## src/logic/rcp_regs.svh

```systemverilog
// register offsets, fields, reset values and timing counts of the remote control block
`ifndef RCP_REGS_SVH
`define RCP_REGS_SVH

// ----------------------------------------
// timing
// ----------------------------------------
`define RCP_CLK_NS          5
`define RCP_QUAL_NS         100000
`define RCP_QUAL_CYC        ((`RCP_QUAL_NS + `RCP_CLK_NS - 1) / `RCP_CLK_NS)
`define RCP_REMOTE_RESP_NS  200000000
`define RCP_REMOTE_RESP_CYC (`RCP_REMOTE_RESP_NS / `RCP_CLK_NS)
`define RCP_TRIG_RESP_NS    500000
`define RCP_TRIG_RESP_CYC   (`RCP_TRIG_RESP_NS / `RCP_CLK_NS)
`define RCP_HALT_RESP_NS    100000
`define RCP_HALT_RESP_CYC   (`RCP_HALT_RESP_NS / `RCP_CLK_NS)

// ----------------------------------------
// offsets (word index on the 4-bit address)
// ----------------------------------------
`define RCP_ADDR_CTRL    4'h0
`define RCP_ADDR_CMD     4'h1
`define RCP_ADDR_STATUS  4'h2
`define RCP_ADDR_EVT     4'h3
`define RCP_ADDR_MASK    4'h4
`define RCP_ADDR_TRIGCFG 4'h5

// ----------------------------------------
// fields
// ----------------------------------------
`define RCP_CTRL_MODE_LSB   0
`define RCP_CTRL_INV_BIT    2
`define RCP_CMD_EN_BIT      0
`define RCP_CMD_DIS_BIT     1
`define RCP_CMD_LSET_BIT    2
`define RCP_CMD_LCLR_BIT    3
`define RCP_CMD_STEP_BIT    4
`define RCP_EVT_TRIG_BIT    0
`define RCP_EVT_STBY_BIT    1
`define RCP_EVT_HALT_BIT    2
`define RCP_EVT_PULSE_BIT   3
`define RCP_TCFG_COND_BIT   16

// ----------------------------------------
// reset values
// ----------------------------------------
`define RCP_MASK_RST    4'h0
`define RCP_WIDTH_RST   16'h00C8
`define RCP_SYNC_RST    3'h3

`endif

```

## src/logic/rcp_pkg.sv

```systemverilog
// types shared by the remote control block
package rcp_pkg;

  typedef enum logic [1:0] {
    RMODE_FOLLOW  = 2'h0,
    RMODE_IGNORE  = 2'h1,
    RMODE_STANDBY = 2'h2
  } rcp_rmode_e;

  typedef enum logic [3:0] {
    ST_ON      = 4'h1,
    ST_OFF     = 4'h2,
    ST_STANDBY = 4'h4,
    ST_HALT    = 4'h8
  } rcp_state_e;

endpackage

```

## src/logic/rcp_sync.sv

```systemverilog
// two-stage synchroniser for asynchronous pin levels
`timescale 1ns/100ps

module rcp_sync #(
  parameter int           W       = 1,
  parameter logic [W-1:0] RST_VAL = '0
) (
  input  wire logic         clk,
  input  wire logic         rst,
  input  wire logic [W-1:0] d,
  output logic      [W-1:0] q
);

  logic [W-1:0] meta;

  // first stage feeds only the second
  always_ff @(posedge clk or posedge rst) begin
    if (rst) begin
      meta <= RST_VAL;
      q    <= RST_VAL;
    end else begin
      meta <= d;
      q    <= meta;
    end
  end

endmodule

```

## src/logic/rcp_hold_qual.sv

```systemverilog
// low-hold qualifier: one pulse after the level stays low LIMIT cycles, re-armed by high
`timescale 1ns/100ps

module rcp_hold_qual #(
  parameter int LIMIT = 20000
) (
  input  wire logic clk,
  input  wire logic rst,
  input  wire logic level,
  output logic      fire
);

  logic [15:0] cnt;
  logic [15:0] next_cnt;
  logic        fired;

  // saturating at LIMIT blocks a second pulse until the level goes high
  always_comb begin
    fire     = !level && (cnt == 16'(LIMIT - 1));
    next_cnt = cnt;
    if (level) begin
      next_cnt = 16'h0000;
    end else if (cnt != 16'(LIMIT)) begin
      next_cnt = cnt + 16'h0001;
    end
  end

  always_ff @(posedge clk or posedge rst) begin
    if (rst) begin
      cnt <= 16'h0000;
    end else begin
      cnt <= next_cnt;
    end
  end

  // ----------------------------------------
  // checks
  // ----------------------------------------
  always_ff @(posedge clk or posedge rst) begin
    if (rst) begin
      fired <= 1'b0;
    end else begin
      fired <= level ? 1'b0 : (fired | fire);
    end
  end
endmodule

```

## src/logic/rcp_top.sv

```systemverilog
// remote on/off, trigger, isolated shutdown and status flags of the supply controller
`timescale 1ns/100ps
`include "rcp_regs.svh"

// Notes on behaviour
// - default polarity: remote input low disables output, high or open enables
// - a control bit inverts the sense of the remote input
// - ignore mode leaves output under enable and disable commands only
// - standby mode: remote low for 100 us disables output, enters standby
// - in standby, remote high does not re-enable; only enable command does
// - reaction to the remote input finishes within 200 ms
// - trigger input low for 100 us gives one event; shorter lows ignored
// - no further trigger until the trigger input returns high
// - a qualified trigger is acted upon within 500 us
// - isolated halt removes output, keeps running, shows fault on indicator
// - isolated halt takes effect within 100 us
// - halt stays latched until power is cycled
// - health flag conducts while operating normally, released otherwise
// - by default off flag conducts while output is off
// - list setup command turns the off flag into a trigger output
// - in list mode the flag level and pulse width follow the setup
// - list clear command returns the off flag to output state
module rcp_top import rcp_pkg::*; #(
  parameter int QUAL_CYC = `RCP_QUAL_CYC
) (
  input  wire logic        CLOCK,
  input  wire logic        RST,
  input  wire logic [3:0]  ADDR,
  input  wire logic [31:0] WR_DATA,
  input  wire logic        WR_STB,
  input  wire logic        RD_STB,
  output logic      [31:0] RD_DATA,
  input  wire logic        REMOTE_SWITCH_IN,
  input  wire logic        EVENT_STROBE_IN,
  input  wire logic        ISOLATED_HALT_ANODE,
  output logic             OUTPUT_ENABLE,
  output logic             STANDBY,
  output logic             TRIG_EVENT,
  output logic             HEALTH_INDICATOR,
  output logic             HEALTH_FLAG_COLLECTOR,
  output logic             OFF_FLAG_COLLECTOR,
  output logic             IRQ
);

  // ----------------------------------------
  // declarations
  // ----------------------------------------
  logic [2:0]  sync_q;
  logic        rem_s;
  logic        trg_s;
  logic        halt_s;
  logic        pin_on;
  logic        rem_fire;
  logic        trg_fire;

  logic        wr_ctrl;
  logic        wr_cmd;
  logic        wr_evt;
  logic        wr_mask;
  logic        wr_tcfg;
  logic        cmd_en;
  logic        cmd_dis;
  logic        cmd_lset;
  logic        cmd_lclr;
  logic        cmd_step;

  rcp_rmode_e  mode;
  rcp_rmode_e  next_mode;
  logic        inv;
  logic        next_inv;
  logic [15:0] width;
  logic [15:0] next_width;
  logic        cond;
  logic        next_cond;
  logic [3:0]  mask;
  logic [3:0]  next_mask;

  rcp_state_e  state;
  rcp_state_e  next_state;
  logic        stby_set;

  logic        list_mode;
  logic        next_list_mode;
  logic [15:0] pulse_cnt;
  logic [15:0] next_pulse_cnt;
  logic        pulse_end;

  logic [3:0]  evt;
  logic [3:0]  next_evt;
  logic [3:0]  evt_set;
  logic        next_trig_event;
  logic [31:0] next_rd_data;

  // ----------------------------------------
  // pin synchronisers and hold qualifiers
  // ----------------------------------------
  // remote and trigger idle high (open), halt idle low
  rcp_sync #(
    .W       (3),
    .RST_VAL (`RCP_SYNC_RST)
  ) u_sync (
    .clk (CLOCK),
    .rst (RST),
    .d   ({ISOLATED_HALT_ANODE, EVENT_STROBE_IN, REMOTE_SWITCH_IN}),
    .q   (sync_q)
  );

  assign rem_s  = sync_q[0];
  assign trg_s  = sync_q[1];
  assign halt_s = sync_q[2];
  assign pin_on = rem_s ^ inv;

  rcp_hold_qual #(
    .LIMIT (QUAL_CYC)
  ) u_rem_qual (
    .clk   (CLOCK),
    .rst   (RST),
    .level (pin_on),
    .fire  (rem_fire)
  );

  rcp_hold_qual #(
    .LIMIT (QUAL_CYC)
  ) u_trg_qual (
    .clk   (CLOCK),
    .rst   (RST),
    .level (trg_s),
    .fire  (trg_fire)
  );

  // ----------------------------------------
  // register decode
  // ----------------------------------------
  assign wr_ctrl  = WR_STB && (ADDR == `RCP_ADDR_CTRL);
  assign wr_cmd   = WR_STB && (ADDR == `RCP_ADDR_CMD);
  assign wr_evt   = WR_STB && (ADDR == `RCP_ADDR_EVT);
  assign wr_mask  = WR_STB && (ADDR == `RCP_ADDR_MASK);
  assign wr_tcfg  = WR_STB && (ADDR == `RCP_ADDR_TRIGCFG);
  assign cmd_en   = wr_cmd && WR_DATA[`RCP_CMD_EN_BIT];
  assign cmd_dis  = wr_cmd && WR_DATA[`RCP_CMD_DIS_BIT];
  assign cmd_lset = wr_cmd && WR_DATA[`RCP_CMD_LSET_BIT];
  assign cmd_lclr = wr_cmd && WR_DATA[`RCP_CMD_LCLR_BIT];
  assign cmd_step = wr_cmd && WR_DATA[`RCP_CMD_STEP_BIT];

  // ----------------------------------------
  // configuration
  // ----------------------------------------
  always_comb begin
    next_mode  = mode;
    next_inv   = inv;
    next_width = width;
    next_cond  = cond;
    next_mask  = mask;
    if (wr_ctrl) begin
      // the unused code 3 falls back to following the pin
      case (WR_DATA[`RCP_CTRL_MODE_LSB +: 2])
        2'h1:    next_mode = RMODE_IGNORE;
        2'h2:    next_mode = RMODE_STANDBY;
        default: next_mode = RMODE_FOLLOW;
      endcase
      next_inv = WR_DATA[`RCP_CTRL_INV_BIT];
    end
    if (wr_tcfg) begin
      next_width = WR_DATA[15:0];
      next_cond  = WR_DATA[`RCP_TCFG_COND_BIT];
    end
    if (wr_mask) begin
      next_mask = WR_DATA[3:0];
    end
  end

  always_ff @(posedge CLOCK or posedge RST) begin
    if (RST) begin
      mode  <= RMODE_FOLLOW;
      inv   <= 1'b0;
      width <= `RCP_WIDTH_RST;
      cond  <= 1'b1;
      mask  <= `RCP_MASK_RST;
    end else begin
      mode  <= next_mode;
      inv   <= next_inv;
      width <= next_width;
      cond  <= next_cond;
      mask  <= next_mask;
    end
  end

  // ----------------------------------------
  // output state machine
  // ----------------------------------------
  always_comb begin
    next_state = state;
    stby_set   = 1'b0;
    case (state)
      ST_HALT: begin
        next_state = ST_HALT;
      end
      ST_ON: begin
        if (cmd_dis) begin
          next_state = ST_OFF;
        end else if (mode == RMODE_STANDBY && rem_fire) begin
          next_state = ST_STANDBY;
          stby_set   = 1'b1;
        end
      end
      ST_OFF: begin
        if (cmd_en) begin
          next_state = ST_ON;
        end
      end
      ST_STANDBY: begin
        if (cmd_en) begin
          next_state = ST_ON;
        end else if (cmd_dis) begin
          next_state = ST_OFF;
        end
      end
      default: begin
        next_state = ST_HALT;
      end
    endcase
    // halt overrides everything and cannot be left by software
    if (halt_s) begin
      next_state = ST_HALT;
      stby_set   = 1'b0;
    end
  end

  always_ff @(posedge CLOCK or posedge RST) begin
    if (RST) begin
      state <= ST_ON;
    end else begin
      state <= next_state;
    end
  end

  // follow mode gates the output by the pin level directly, ignore mode does not look at it
  assign OUTPUT_ENABLE = (state == ST_ON) && (mode != RMODE_FOLLOW || pin_on);
  assign STANDBY       = (state == ST_STANDBY);
  assign HEALTH_INDICATOR      = (state == ST_HALT);
  assign HEALTH_FLAG_COLLECTOR = (state != ST_HALT);

  // ----------------------------------------
  // off flag and list trigger pulse
  // ----------------------------------------
  always_comb begin
    next_list_mode = list_mode;
    next_pulse_cnt = pulse_cnt;
    pulse_end      = 1'b0;
    if (cmd_lclr) begin
      next_list_mode = 1'b0;
      next_pulse_cnt = 16'h0000;
    end else if (cmd_lset) begin
      next_list_mode = 1'b1;
      next_pulse_cnt = 16'h0000;
    end else if (list_mode && cmd_step) begin
      // a zero width still gives a one-cycle pulse
      next_pulse_cnt = (width == 16'h0000) ? 16'h0001 : width;
    end else if (pulse_cnt != 16'h0000) begin
      next_pulse_cnt = pulse_cnt - 16'h0001;
      pulse_end      = (pulse_cnt == 16'h0001);
    end
  end

  always_ff @(posedge CLOCK or posedge RST) begin
    if (RST) begin
      list_mode <= 1'b0;
      pulse_cnt <= 16'h0000;
    end else begin
      list_mode <= next_list_mode;
      pulse_cnt <= next_pulse_cnt;
    end
  end

  assign OFF_FLAG_COLLECTOR = list_mode ? ((pulse_cnt != 16'h0000) ? cond : !cond)
                                        : !OUTPUT_ENABLE;

  // ----------------------------------------
  // events, interrupt, read port
  // ----------------------------------------
  assign evt_set = {pulse_end, (state != ST_HALT) && halt_s, stby_set, trg_fire};

  always_comb begin
    // a set in the cycle of its clear wins
    next_evt        = (evt & ~(wr_evt ? WR_DATA[3:0] : 4'h0)) | evt_set;
    next_trig_event = trg_fire;
    next_rd_data    = 32'h0000_0000;
    if (RD_STB) begin
      case (ADDR)
        `RCP_ADDR_CTRL:    next_rd_data = {29'h0, inv, mode};
        `RCP_ADDR_STATUS:  next_rd_data = {26'h0, trg_s, rem_s, list_mode,
                                           state == ST_HALT, state == ST_STANDBY, OUTPUT_ENABLE};
        `RCP_ADDR_EVT:     next_rd_data = {28'h0, evt};
        `RCP_ADDR_MASK:    next_rd_data = {28'h0, mask};
        `RCP_ADDR_TRIGCFG: next_rd_data = {15'h0, cond, width};
        default:           next_rd_data = 32'h0000_0000;
      endcase
    end
  end

  always_ff @(posedge CLOCK or posedge RST) begin
    if (RST) begin
      evt        <= 4'h0;
      TRIG_EVENT <= 1'b0;
      RD_DATA    <= 32'h0000_0000;
    end else begin
      evt        <= next_evt;
      TRIG_EVENT <= next_trig_event;
      RD_DATA    <= next_rd_data;
    end
  end

  assign IRQ = |(evt & mask);
endmodule

```

## config.mk

```make
export PLATFORM = sky130hd
export DESIGN_NAME = rcp_top
export DESIGN_NICKNAME = d
export VERILOG_FILES = /design/src/logic/rcp_pkg.sv /design/src/logic/rcp_sync.sv /design/src/logic/rcp_hold_qual.sv /design/src/logic/rcp_top.sv
export VERILOG_INCLUDE_DIRS = /design/src /design/src/logic
export SDC_FILE = /design/constraint.sdc
export NUM_CORES = 1
export LEC_CHECK = 0
export BUFFER_PORTS_ARGS = -buffer_cell sky130_fd_sc_hd__buf_2
export CAP_MARGIN = 20
export CORE_MARGIN = 1.5
export CORE_UTILIZATION = 53
export CTS_BUF_LIST = sky130_fd_sc_hd__clkbuf_4
export CTS_CLUSTER_DIAMETER = 60
export DETAILED_ROUTE_END_ITERATION = 6
export PLACE_DENSITY = 0.88
export SKIP_CTS_REPAIR_TIMING = 1
export SLEW_MARGIN = 20
export SYNTH_ARGS = -nofsm -noshare
export SYNTH_HDL_FRONTEND = slang
export SYNTH_SLANG_ARGS = --single-unit
```

## constraint.sdc

```tcl
create_clock -name CLOCK -period 3.7 [get_ports CLOCK]
set_input_delay 1.11 -clock CLOCK [delete_from_list [all_inputs] [get_ports CLOCK]]
set_output_delay 1.11 -clock CLOCK [all_outputs]
set_load 0.1 [all_outputs]
```

# Yosys cells after proc, flatten, opt, wreduce, memory -nomap -nowiden
# Index checks and enable logic that the tools add are counted.
[totals] inputBits=43 wordCells=107 ram_bits=0 reg_bits=120 latch_bits=0 romBits=0 mem_count=0 output_inout_bits=39
[op_classes] n_lt_le_gt_ge=0 reduce_logical=31 n_mul=0 n_shift=0 div_mod_pow=0 bitwise=5 eq_ne=21 n_addsub=3 mux=32
[op_table] op="$mux W16" count=9
[op_table] op="$pmux W17 S5" count=1
[op_table] op="$add A16 B1 Y16 const B" count=2
[op_table] op="$eq A16 B15 Y1 const B" count=2
[op_table] op="$ne A16 B15 Y1 const B" count=2
[op_table] op="$mux W4" count=7
[op_table] op="$mux W17" count=1
[op_table] op="$eq A16 B1 Y1 const B" count=1
[op_table] op="$logic_and A1 B1 Y1" count=16
[op_table] op="$logic_not A16 Y1" count=1
[op_table] op="$reduce_bool A16 Y1" count=1
[op_table] op="$sub A16 B1 Y16 const B" count=1
[op_table] op="$eq A4 B2 Y1 const B" count=3
[op_table] op="$eq A4 B3 Y1 const B" count=3
[op_table] op="$mux W1" count=12
[op_table] op="$pmux W4 S3" count=1
[op_table] op="$and A4 B4 Y4" count=2
[op_table] op="$eq A4 B1 Y1 const B" count=2
[op_table] op="$reduce_bool A2 Y1" count=4
[op_table] op="$eq A2 B2 Y1 const B" count=2
[op_table] op="$eq A4 B4 Y1 const B" count=1
[op_table] op="$logic_not A1 Y1" count=4
[op_table] op="$logic_not A4 Y1" count=1
[op_table] op="$ne A4 B1 Y1 const B" count=1
[op_table] op="12 further kinds" count=12

# Depth between registers and ports, before layout
# Gate-level depths: netlist of run 1.
[logic_depth] word_depth=9 depth_mapped=8 depth_no_buf=7

# By module
# From an unflattened synthesis of run 1, not the netlist that was laid out.
[unflattened] hier_cells=517 area_unflattened_um2=5403.9
[modules_own_cells] mod="rcp_top" seq_area_each_um2=1682.9 cells_each=316 area_per_inst_um2=3385.7 instances=1
[modules_own_cells] mod="rcp_hold_qual" seq_area_each_um2=400.4 cells_each=97 area_per_inst_um2=929.6 instances=2
[modules_own_cells] mod="rcp_sync" seq_area_each_um2=155.1 cells_each=7 area_per_inst_um2=158.9 instances=1

# Worst setup path before layout of run 1
# Ideal clock, no wire load.
[synth_timing] path_type="reg2out" start="reg state[1]" end="out STANDBY" slack_ps=-1099 required_ps=2590 arrival_time_ps=3689 stages_incl_launch_ff=2 path_cell_list="dfrtp_1 > nor4b_1"
[synth_via] elab_chain_len=1
[synth_lines] element="start: declaration" line="rcp_top.sv:78" source="rcp_state_e state;"
[synth_lines] element="start signal: assignment" line="rcp_top.sv:233" source="state <= next_state;"
[synth_lines] element="$eq A4 B3 Y1" line="rcp_top.sv:239" source="assign STANDBY = (state == ST_STANDBY);"
[synth_lines] element="end: declaration" line="rcp_top.sv:37" source="output logic STANDBY,"
# Every way passes these cells.

# Final worst setup path of run 1
[layout_timing] start="reg pulse_cnt[0]" end="out OFF_FLAG_COLLECTOR"
[layout_via] elab_chain_len=3
[layout_lines] element="start: declaration" line="rcp_top.sv:84" source="logic [15:0] pulse_cnt;"
[layout_lines] element="start signal: assignment" line="rcp_top.sv:271" source="pulse_cnt <= next_pulse_cnt;"
[layout_lines] element="$reduce_bool A16 Y1" line="rcp_top.sv:275" source="assign OFF_FLAG_COLLECTOR = list_mode ? ((pulse_cnt != 16'h0000) ? cond : !cond)"
[layout_lines] element="$mux W1 (2 in series)" line="rcp_top.sv:275"
[layout_lines] element="end: declaration" line="rcp_top.sv:41" source="output logic OFF_FLAG_COLLECTOR,"
# Every way passes these cells.

==> results.yml, run 1 <==
global_route:
  grtUsageTotal_pct: 22.2
  grt_pass1_vias: 3674
  overflow: 0
  antenna_found_initial: 0
  grt_max_degree: 106
  grt_pass1_wl_um: 17900
critical_path:
  critical_path_required_ps: 2590
  reg2regPathDepth: 5
  worst-setup-path-type: "flip-flop to output port"
  crit_path_end_kind: "output port"
  cp_max_fo: 5
  endpoint: "OFF_FLAG_COLLECTOR"
  reg2reg_to: "u_rem_qual.cnt[1]"
  worstReg2RegStart: "u_rem_qual.cnt[6]"
  worst-r2r-setup-slack_ps: 1540
  startpoint: "pulse_cnt[0]"
  arrival_ps: 2530
  start_kind: "flip-flop"
final_layout:
  nNetsFinal: 594
  finalNonFillerCells: 679
  final_common_cell: "dfrtp_1"
  drive_gt1_share_pct: 22.9
  fill_cells: 725
  synthToLayoutAreaGrowth_pct: 11.1
  fin_util_pct: 60.9
  diodes: 0
  layout_common_cells: "96 x dfrtp_1, 60 x nor2_1, 50 x buf_2"
timing:
  slew_headroom_pct: 59.8
  hold_viol_final: 0
  period_share_pct: 98.4
  tightest_slew_ps: 597
  slew_viol_final: 0
  min_period_ps: 3640
  setup_ws_ps: 60.0
  setup_viol: 0
  finalClockSkew_ps: 15.0
  max_freq_mhz: 275
  tns_ps: 0
route:
  met2WireLength_um: 5420
  drt-pass1-iter-count: 5
  routed_wl_um: 10900
  vias: 3842
  ant_nets: 0
  drt-initial-drc-count: 331
  met1_length_um: 4850
  wl_per_cell_um: 16.1
  drc_errors: 0
  viasPerCell: 5.66
  dr_wl_met3_um: 482
  topRoutingLayerUsed: "met4"
synth:
  syn_area_um2: 5090
  synth_area_per_cell_um2: 10.4
  yosysTopAreaCell: "dfrtp_1"
  synth_seq_cells: 105
  ys_warn_count: 0
  async_flop_share_pct: 100
  synthTopCellsByArea: "dfrtp_1 47%, mux2_2 5.5%, dfstp_2 4.6%"
  synth_edf_count: 0
  ys_types: 54
  synth_top_area_share_pct: 47.2
  postSynthCellCount: 487
  ys_seq_area_share_pct: 51.9
  ys.flop_type: "dfrtp_1"
die:
  ios: 82
  die_y_um: 101
  start_util_pct: 54.8
  row_count: 35
  die_w_um: 101
  die_area_um2: 10200
  coreArea_um2: 9280
worst_hold_path:
  hp-class: "flip-flop to flip-flop"
placement:
  place.port_buffers: 51
  dp_slack_ps: 416
  gp_congestion: 0.901
  hpwl_um: 7730
  dp_cells: 661
power:
  ir_worst_vdd_uv: 222
  leakage_nw: 2.60
  power_density_nw_per_um2: 497
  p_total_w: 0.00281
clock_network:
  cts.path.max_buffers: 2
  clk_pin_slew_worst_paths_ps: 160
  cts-root-buf: "clkbuf_4"
  insertion_delay_ps: 450
  tritoncts: "yes"
  htree_levels: 3
  cts_buffers: 9
  clock-sinks: 105
run:
  cap_viol_max_count: 0
run_status:
  outcome: "completed"
-- how the worst min path moves through the flow --
stage / end / from / cells past startpoint
2_1_floorplan: u_sync.q[2] / u_sync.meta[2] / 0
3_3_place_gp: u_sync.q[2] / u_sync.meta[2] / 0
3_5_place_dp: u_sync.q[2] / u_sync.meta[2] / 0
4_1_cts: u_sync.q[1] / u_sync.meta[1] / 0
5_1_grt: u_sync.q[1] / u_sync.meta[1] / 0
6_report: u_sync.q[1] / u_sync.meta[1] / 0
-- per-layer routing --
| layer | up-vias | global-route usage (%) |
|---|---|---|
| met5 | - | 0 |
| met4 | 0 | 7.26 |
| met3 | 18 | 3.12 |
| met2 | 121 | 35.8 |
| met1 | 1893 | 31.3 |
| li1 | 1810 | - |
-- registers in the layout (all words and copies together), names as in the netlist --
name            count
RD_DATA            17
TRIG_EVENT          1
cond                1
evt                 4
inv                 1
list_mode           1
mask                4
mode                2
pulse_cnt          16
state               4
u_rem_qual.cnt     16
u_sync.meta         3
u_sync.q            3
u_trg_qual.cnt     16
width              16
-- worst max-delay path, cell delays in order (launching register included) --
cell and delay (ps):
dfrtp_1 450, inv_1 170, ha_4 190, nor3b_2 180
nand3_1 160, or3_1 370, xor2_1 160, a21oi_2 210
buf_12 200
-- power by group --
group	leakage, nW	internal (W)	switching, W
logic	1.17	0.000316	0.000426
clock network	0.0698	0.000146	0.000392
registers	1.36	0.00132	0.000209
total	2.60	0.00179	0.00103
-- cells in the mapped netlist, types with 3 or more instances --
cell type,number
a211oi_1,5
a21oi_1,12
a22o_1,3
a22oi_1,11
and2_1,3
and3_1,17
buf_2,3
buf_4,15
clkbuf_1,10
dfrtp_1,96
dfstp_2,9
ha_1,6
inv_1,12
mux2_2,25
nand2_1,36
nand2b_1,6
nand3_1,21
nand3b_1,3
nand4_1,9
nand4b_1,4
nor2_1,60
nor2b_1,4
nor3_1,12
nor3b_1,3
nor4_1,8
nor4b_1,4
o21ai_0,10
or3_1,6
or4_1,3
xnor2_1,16
xor2_1,26
-- final cells by class --
cell class              count  area [um^2]  area share (%)
multi-input cells         356         2320            41.1
repair buffers             61          358            6.33
inverters                  12         48.8           0.863
flip-flops and latches    105         2640            46.7
well taps                 129          161            2.85
clock inverters             7         55.1           0.974
clock buffers               9         67.6            1.19
-- per-stage QoR --
step / area, um^2 / hold WS, ps
2_1_floorplan: 5150 / 331
3_3_place_gp: 5490 / 334
3_5_place_dp: 5490 / 340
4_1_cts: 5620 / 369
5_1_grt: 5650 / 370
6_report: 5650 / 368
-- cells by family after synthesis --
kind of cell,after synthesis,synth area share (%)
and+or+nand+nor,208,21.4
DFF,105,51.9
AOI/OAI and AO/OA,58,7.85
xor gates and xnor gates,42,7.23
buffers and inverters,40,4.13
muxes,27,5.93
adders and majority gates,6,1.48
other,1,0.0737
Note: power is estimated with default switching activity, not from simulation.
==> run 2: changes to the inputs <==
--- a/config.mk
+++ b/config.mk
@@ -12,8 +12,10 @@
 export CORE_UTILIZATION = 53
 export CTS_BUF_LIST = sky130_fd_sc_hd__clkbuf_4
 export CTS_CLUSTER_DIAMETER = 60
+export CTS_CLUSTER_SIZE = 20
 export DETAILED_ROUTE_END_ITERATION = 6
 export PLACE_DENSITY = 0.88
+export RECOVER_POWER = 100
 export SKIP_CTS_REPAIR_TIMING = 1
 export SLEW_MARGIN = 20
 export SYNTH_ARGS = -nofsm -noshare
==> run 2 against run 1 <==
Compared with the run above: largest cell class unchanged; fmax increased by 0.25%; via count increased by 1.1%; total power decreased by 0.36%; the run now ends with max-capacitance violations, max-slew violations left; final area decreased by 1.0%; wire length increased by 0.57%; critical path depth unchanged; sequential power about the same; sequential cell count unchanged.
==> results.yml, run 2 (synthesis gave the netlist of run 1 again) <==
run_status:
  outcome: "complete, but fails checks"
  violations: "max-capacitance violations, max-slew violations"
route:
  vias: 3885
  drt-pass1-iter-count: 7
  routed_wl_um: 11000
  ant_nets: 0
  wl_per_cell_um: 16.2
  viasPerCell: 5.72
  drc_errors: 0
  drt-initial-drc-count: 331
global_route:
  grt_pass1_vias: 3674
  overflow: 0
  grt_max_degree: 106
  grtUsageTotal_pct: 22.2
  antenna_found_initial: 0
  grt_pass1_wl_um: 17900
placement:
  hpwl_um: 7730
  gp_congestion: 0.901
  placed_area_um2: 5490
  place.port_buffers: 51
final_layout:
  nNetsFinal: 594
  largest_reg_flops: 17
  top_register: "RD_DATA"
  synthToLayoutAreaGrowth_pct: 9.99
  final_common_cell: "dfrtp_1"
  design_area_um2: 5600
  drive_gt1_share_pct: 18.0
  layout_common_cells: "96 x dfrtp_1, 60 x nor2_1, 36 x nand2_1"
  fin_util_pct: 60.3
  diodes: 0
critical_path:
  worst-setup-path-type: "flip-flop to output port"
  start_kind: "flip-flop"
  cp_max_fo: 5
  crit_path_end_kind: "output port"
  path_buf_inv: 2
  arrival_ps: 2520
  crit_chain: "inv_1 > ha_4 > nor3b_2 > nand3_1 > or3_1 > xor2_1 > a21oi_2 > buf_12"
  critical_path_required_ps: 2590
  max_stage_delay_ps: 450
  crit_family: "simple AND/OR/NAND/NOR gates"
  slowest_stage: "dfrtp_1"
die:
  row_count: 35
  die_w_um: 101
  ios: 82
  coreArea_um2: 9280
  start_util_pct: 54.8
  die_area_um2: 10200
  die_y_um: 101
clock_network:
  htree_levels: 3
  insertion_delay_ps: 450
  cts-root-buf: "clkbuf_4"
  clock-sinks: 105
  cts.path.max_buffers: 2
  tritoncts: "yes"
  clk_pin_slew_worst_paths_ps: 160
  cts_buffers: 9
timing:
  max_freq_mhz: 275
  hold_viol_final: 0
  slew_headroom_pct: -66.0
  min_period_ps: 3630
  setup_viol: 0
  tightest_slew_ps: 2490
  finalClockSkew_ps: 16.9
  slew_viol_final: 106
  period_share_pct: 98.1
worst_hold_path:
  hp-class: "flip-flop to flip-flop"
power:
  ir_worst_vdd_uv: 218
  leakage_nw: 2.49
  power_density_nw_per_um2: 501
run:
  cap_viol_max_count: 1
-- run 2: worst paths after layout --
path	depth (start not counted)	startpoint	slack, ps	to
setup / recovery	8	pulse_cnt[0]	70	OFF_FLAG_COLLECTOR
hold / removal	0	u_sync.meta[2]	370	u_sync.q[2]
setup reg to reg	5	u_rem_qual.cnt[6]	1560	u_rem_qual.cnt[1]
hold reg to reg	0	u_sync.meta[2]	370	u_sync.q[2]
max in group asynchronous	3	RST	700	pulse_cnt[4]
min in group asynchronous	3	RST	1580	u_trg_qual.cnt[9]
-- run 2: stage by stage --
| stage | total power, W | hold WS (ps) | std cells | setup TNS [ps] | setup WS (ps) |
|---|---|---|---|---|---|
| 2_1_floorplan | 0.00205 | 331 | 501 | 0 | 5.05 |
| 3_3_place_gp | 0.00220 | 334 | 661 | 0 | 445 |
| 3_5_place_dp | 0.00224 | 340 | 661 | 0 | 416 |
| 4_1_cts | 0.00276 | 369 | 677 | -100 | -100 |
| 5_1_grt | 0.00294 | 376 | 679 | -16.2 | -16.2 |
| 6_report | 0.00280 | 371 | 679 | 0 | 69.3 |
-- run 2: report_power, final --
part | switching [W] | internal, W | leakage [nW]
registers | 0.000209 | 0.00132 | 1.36
clock network | 0.000389 | 0.000146 | 0.0698
logic | 0.000426 | 0.000309 | 1.06
total | 0.00102 | 0.00178 | 2.49
-- run 2: cell type report --
class	count	area, um^2
clock inverter	7	55.1
multi-input combinational	356	2320
sequential	105	2640
fill	739	3690
timing repair buffer	61	307
tap	129	161
clock buffer	9	67.6
inverter	12	46.3
-- run 2: worst reg2reg max path, stage by stage (launching register included) --
cell and delay [ps]:
dfrtp_1 470, or4b_2 680, nor4_1 340, and3_1 310, mux2i_1 200, nor2_1 50
-- run 2: per-layer routing --
layer / up-vias / track usage, % / share of wire, %
li1: 1808 / - / -
met1: 1904 / 31.3 / 43
met2: 156 / 35.8 / 50
met3: 17 / 3.12 / 5.4
met4: 0 / 7.26 / 1.5
met5: - / 0 / 0
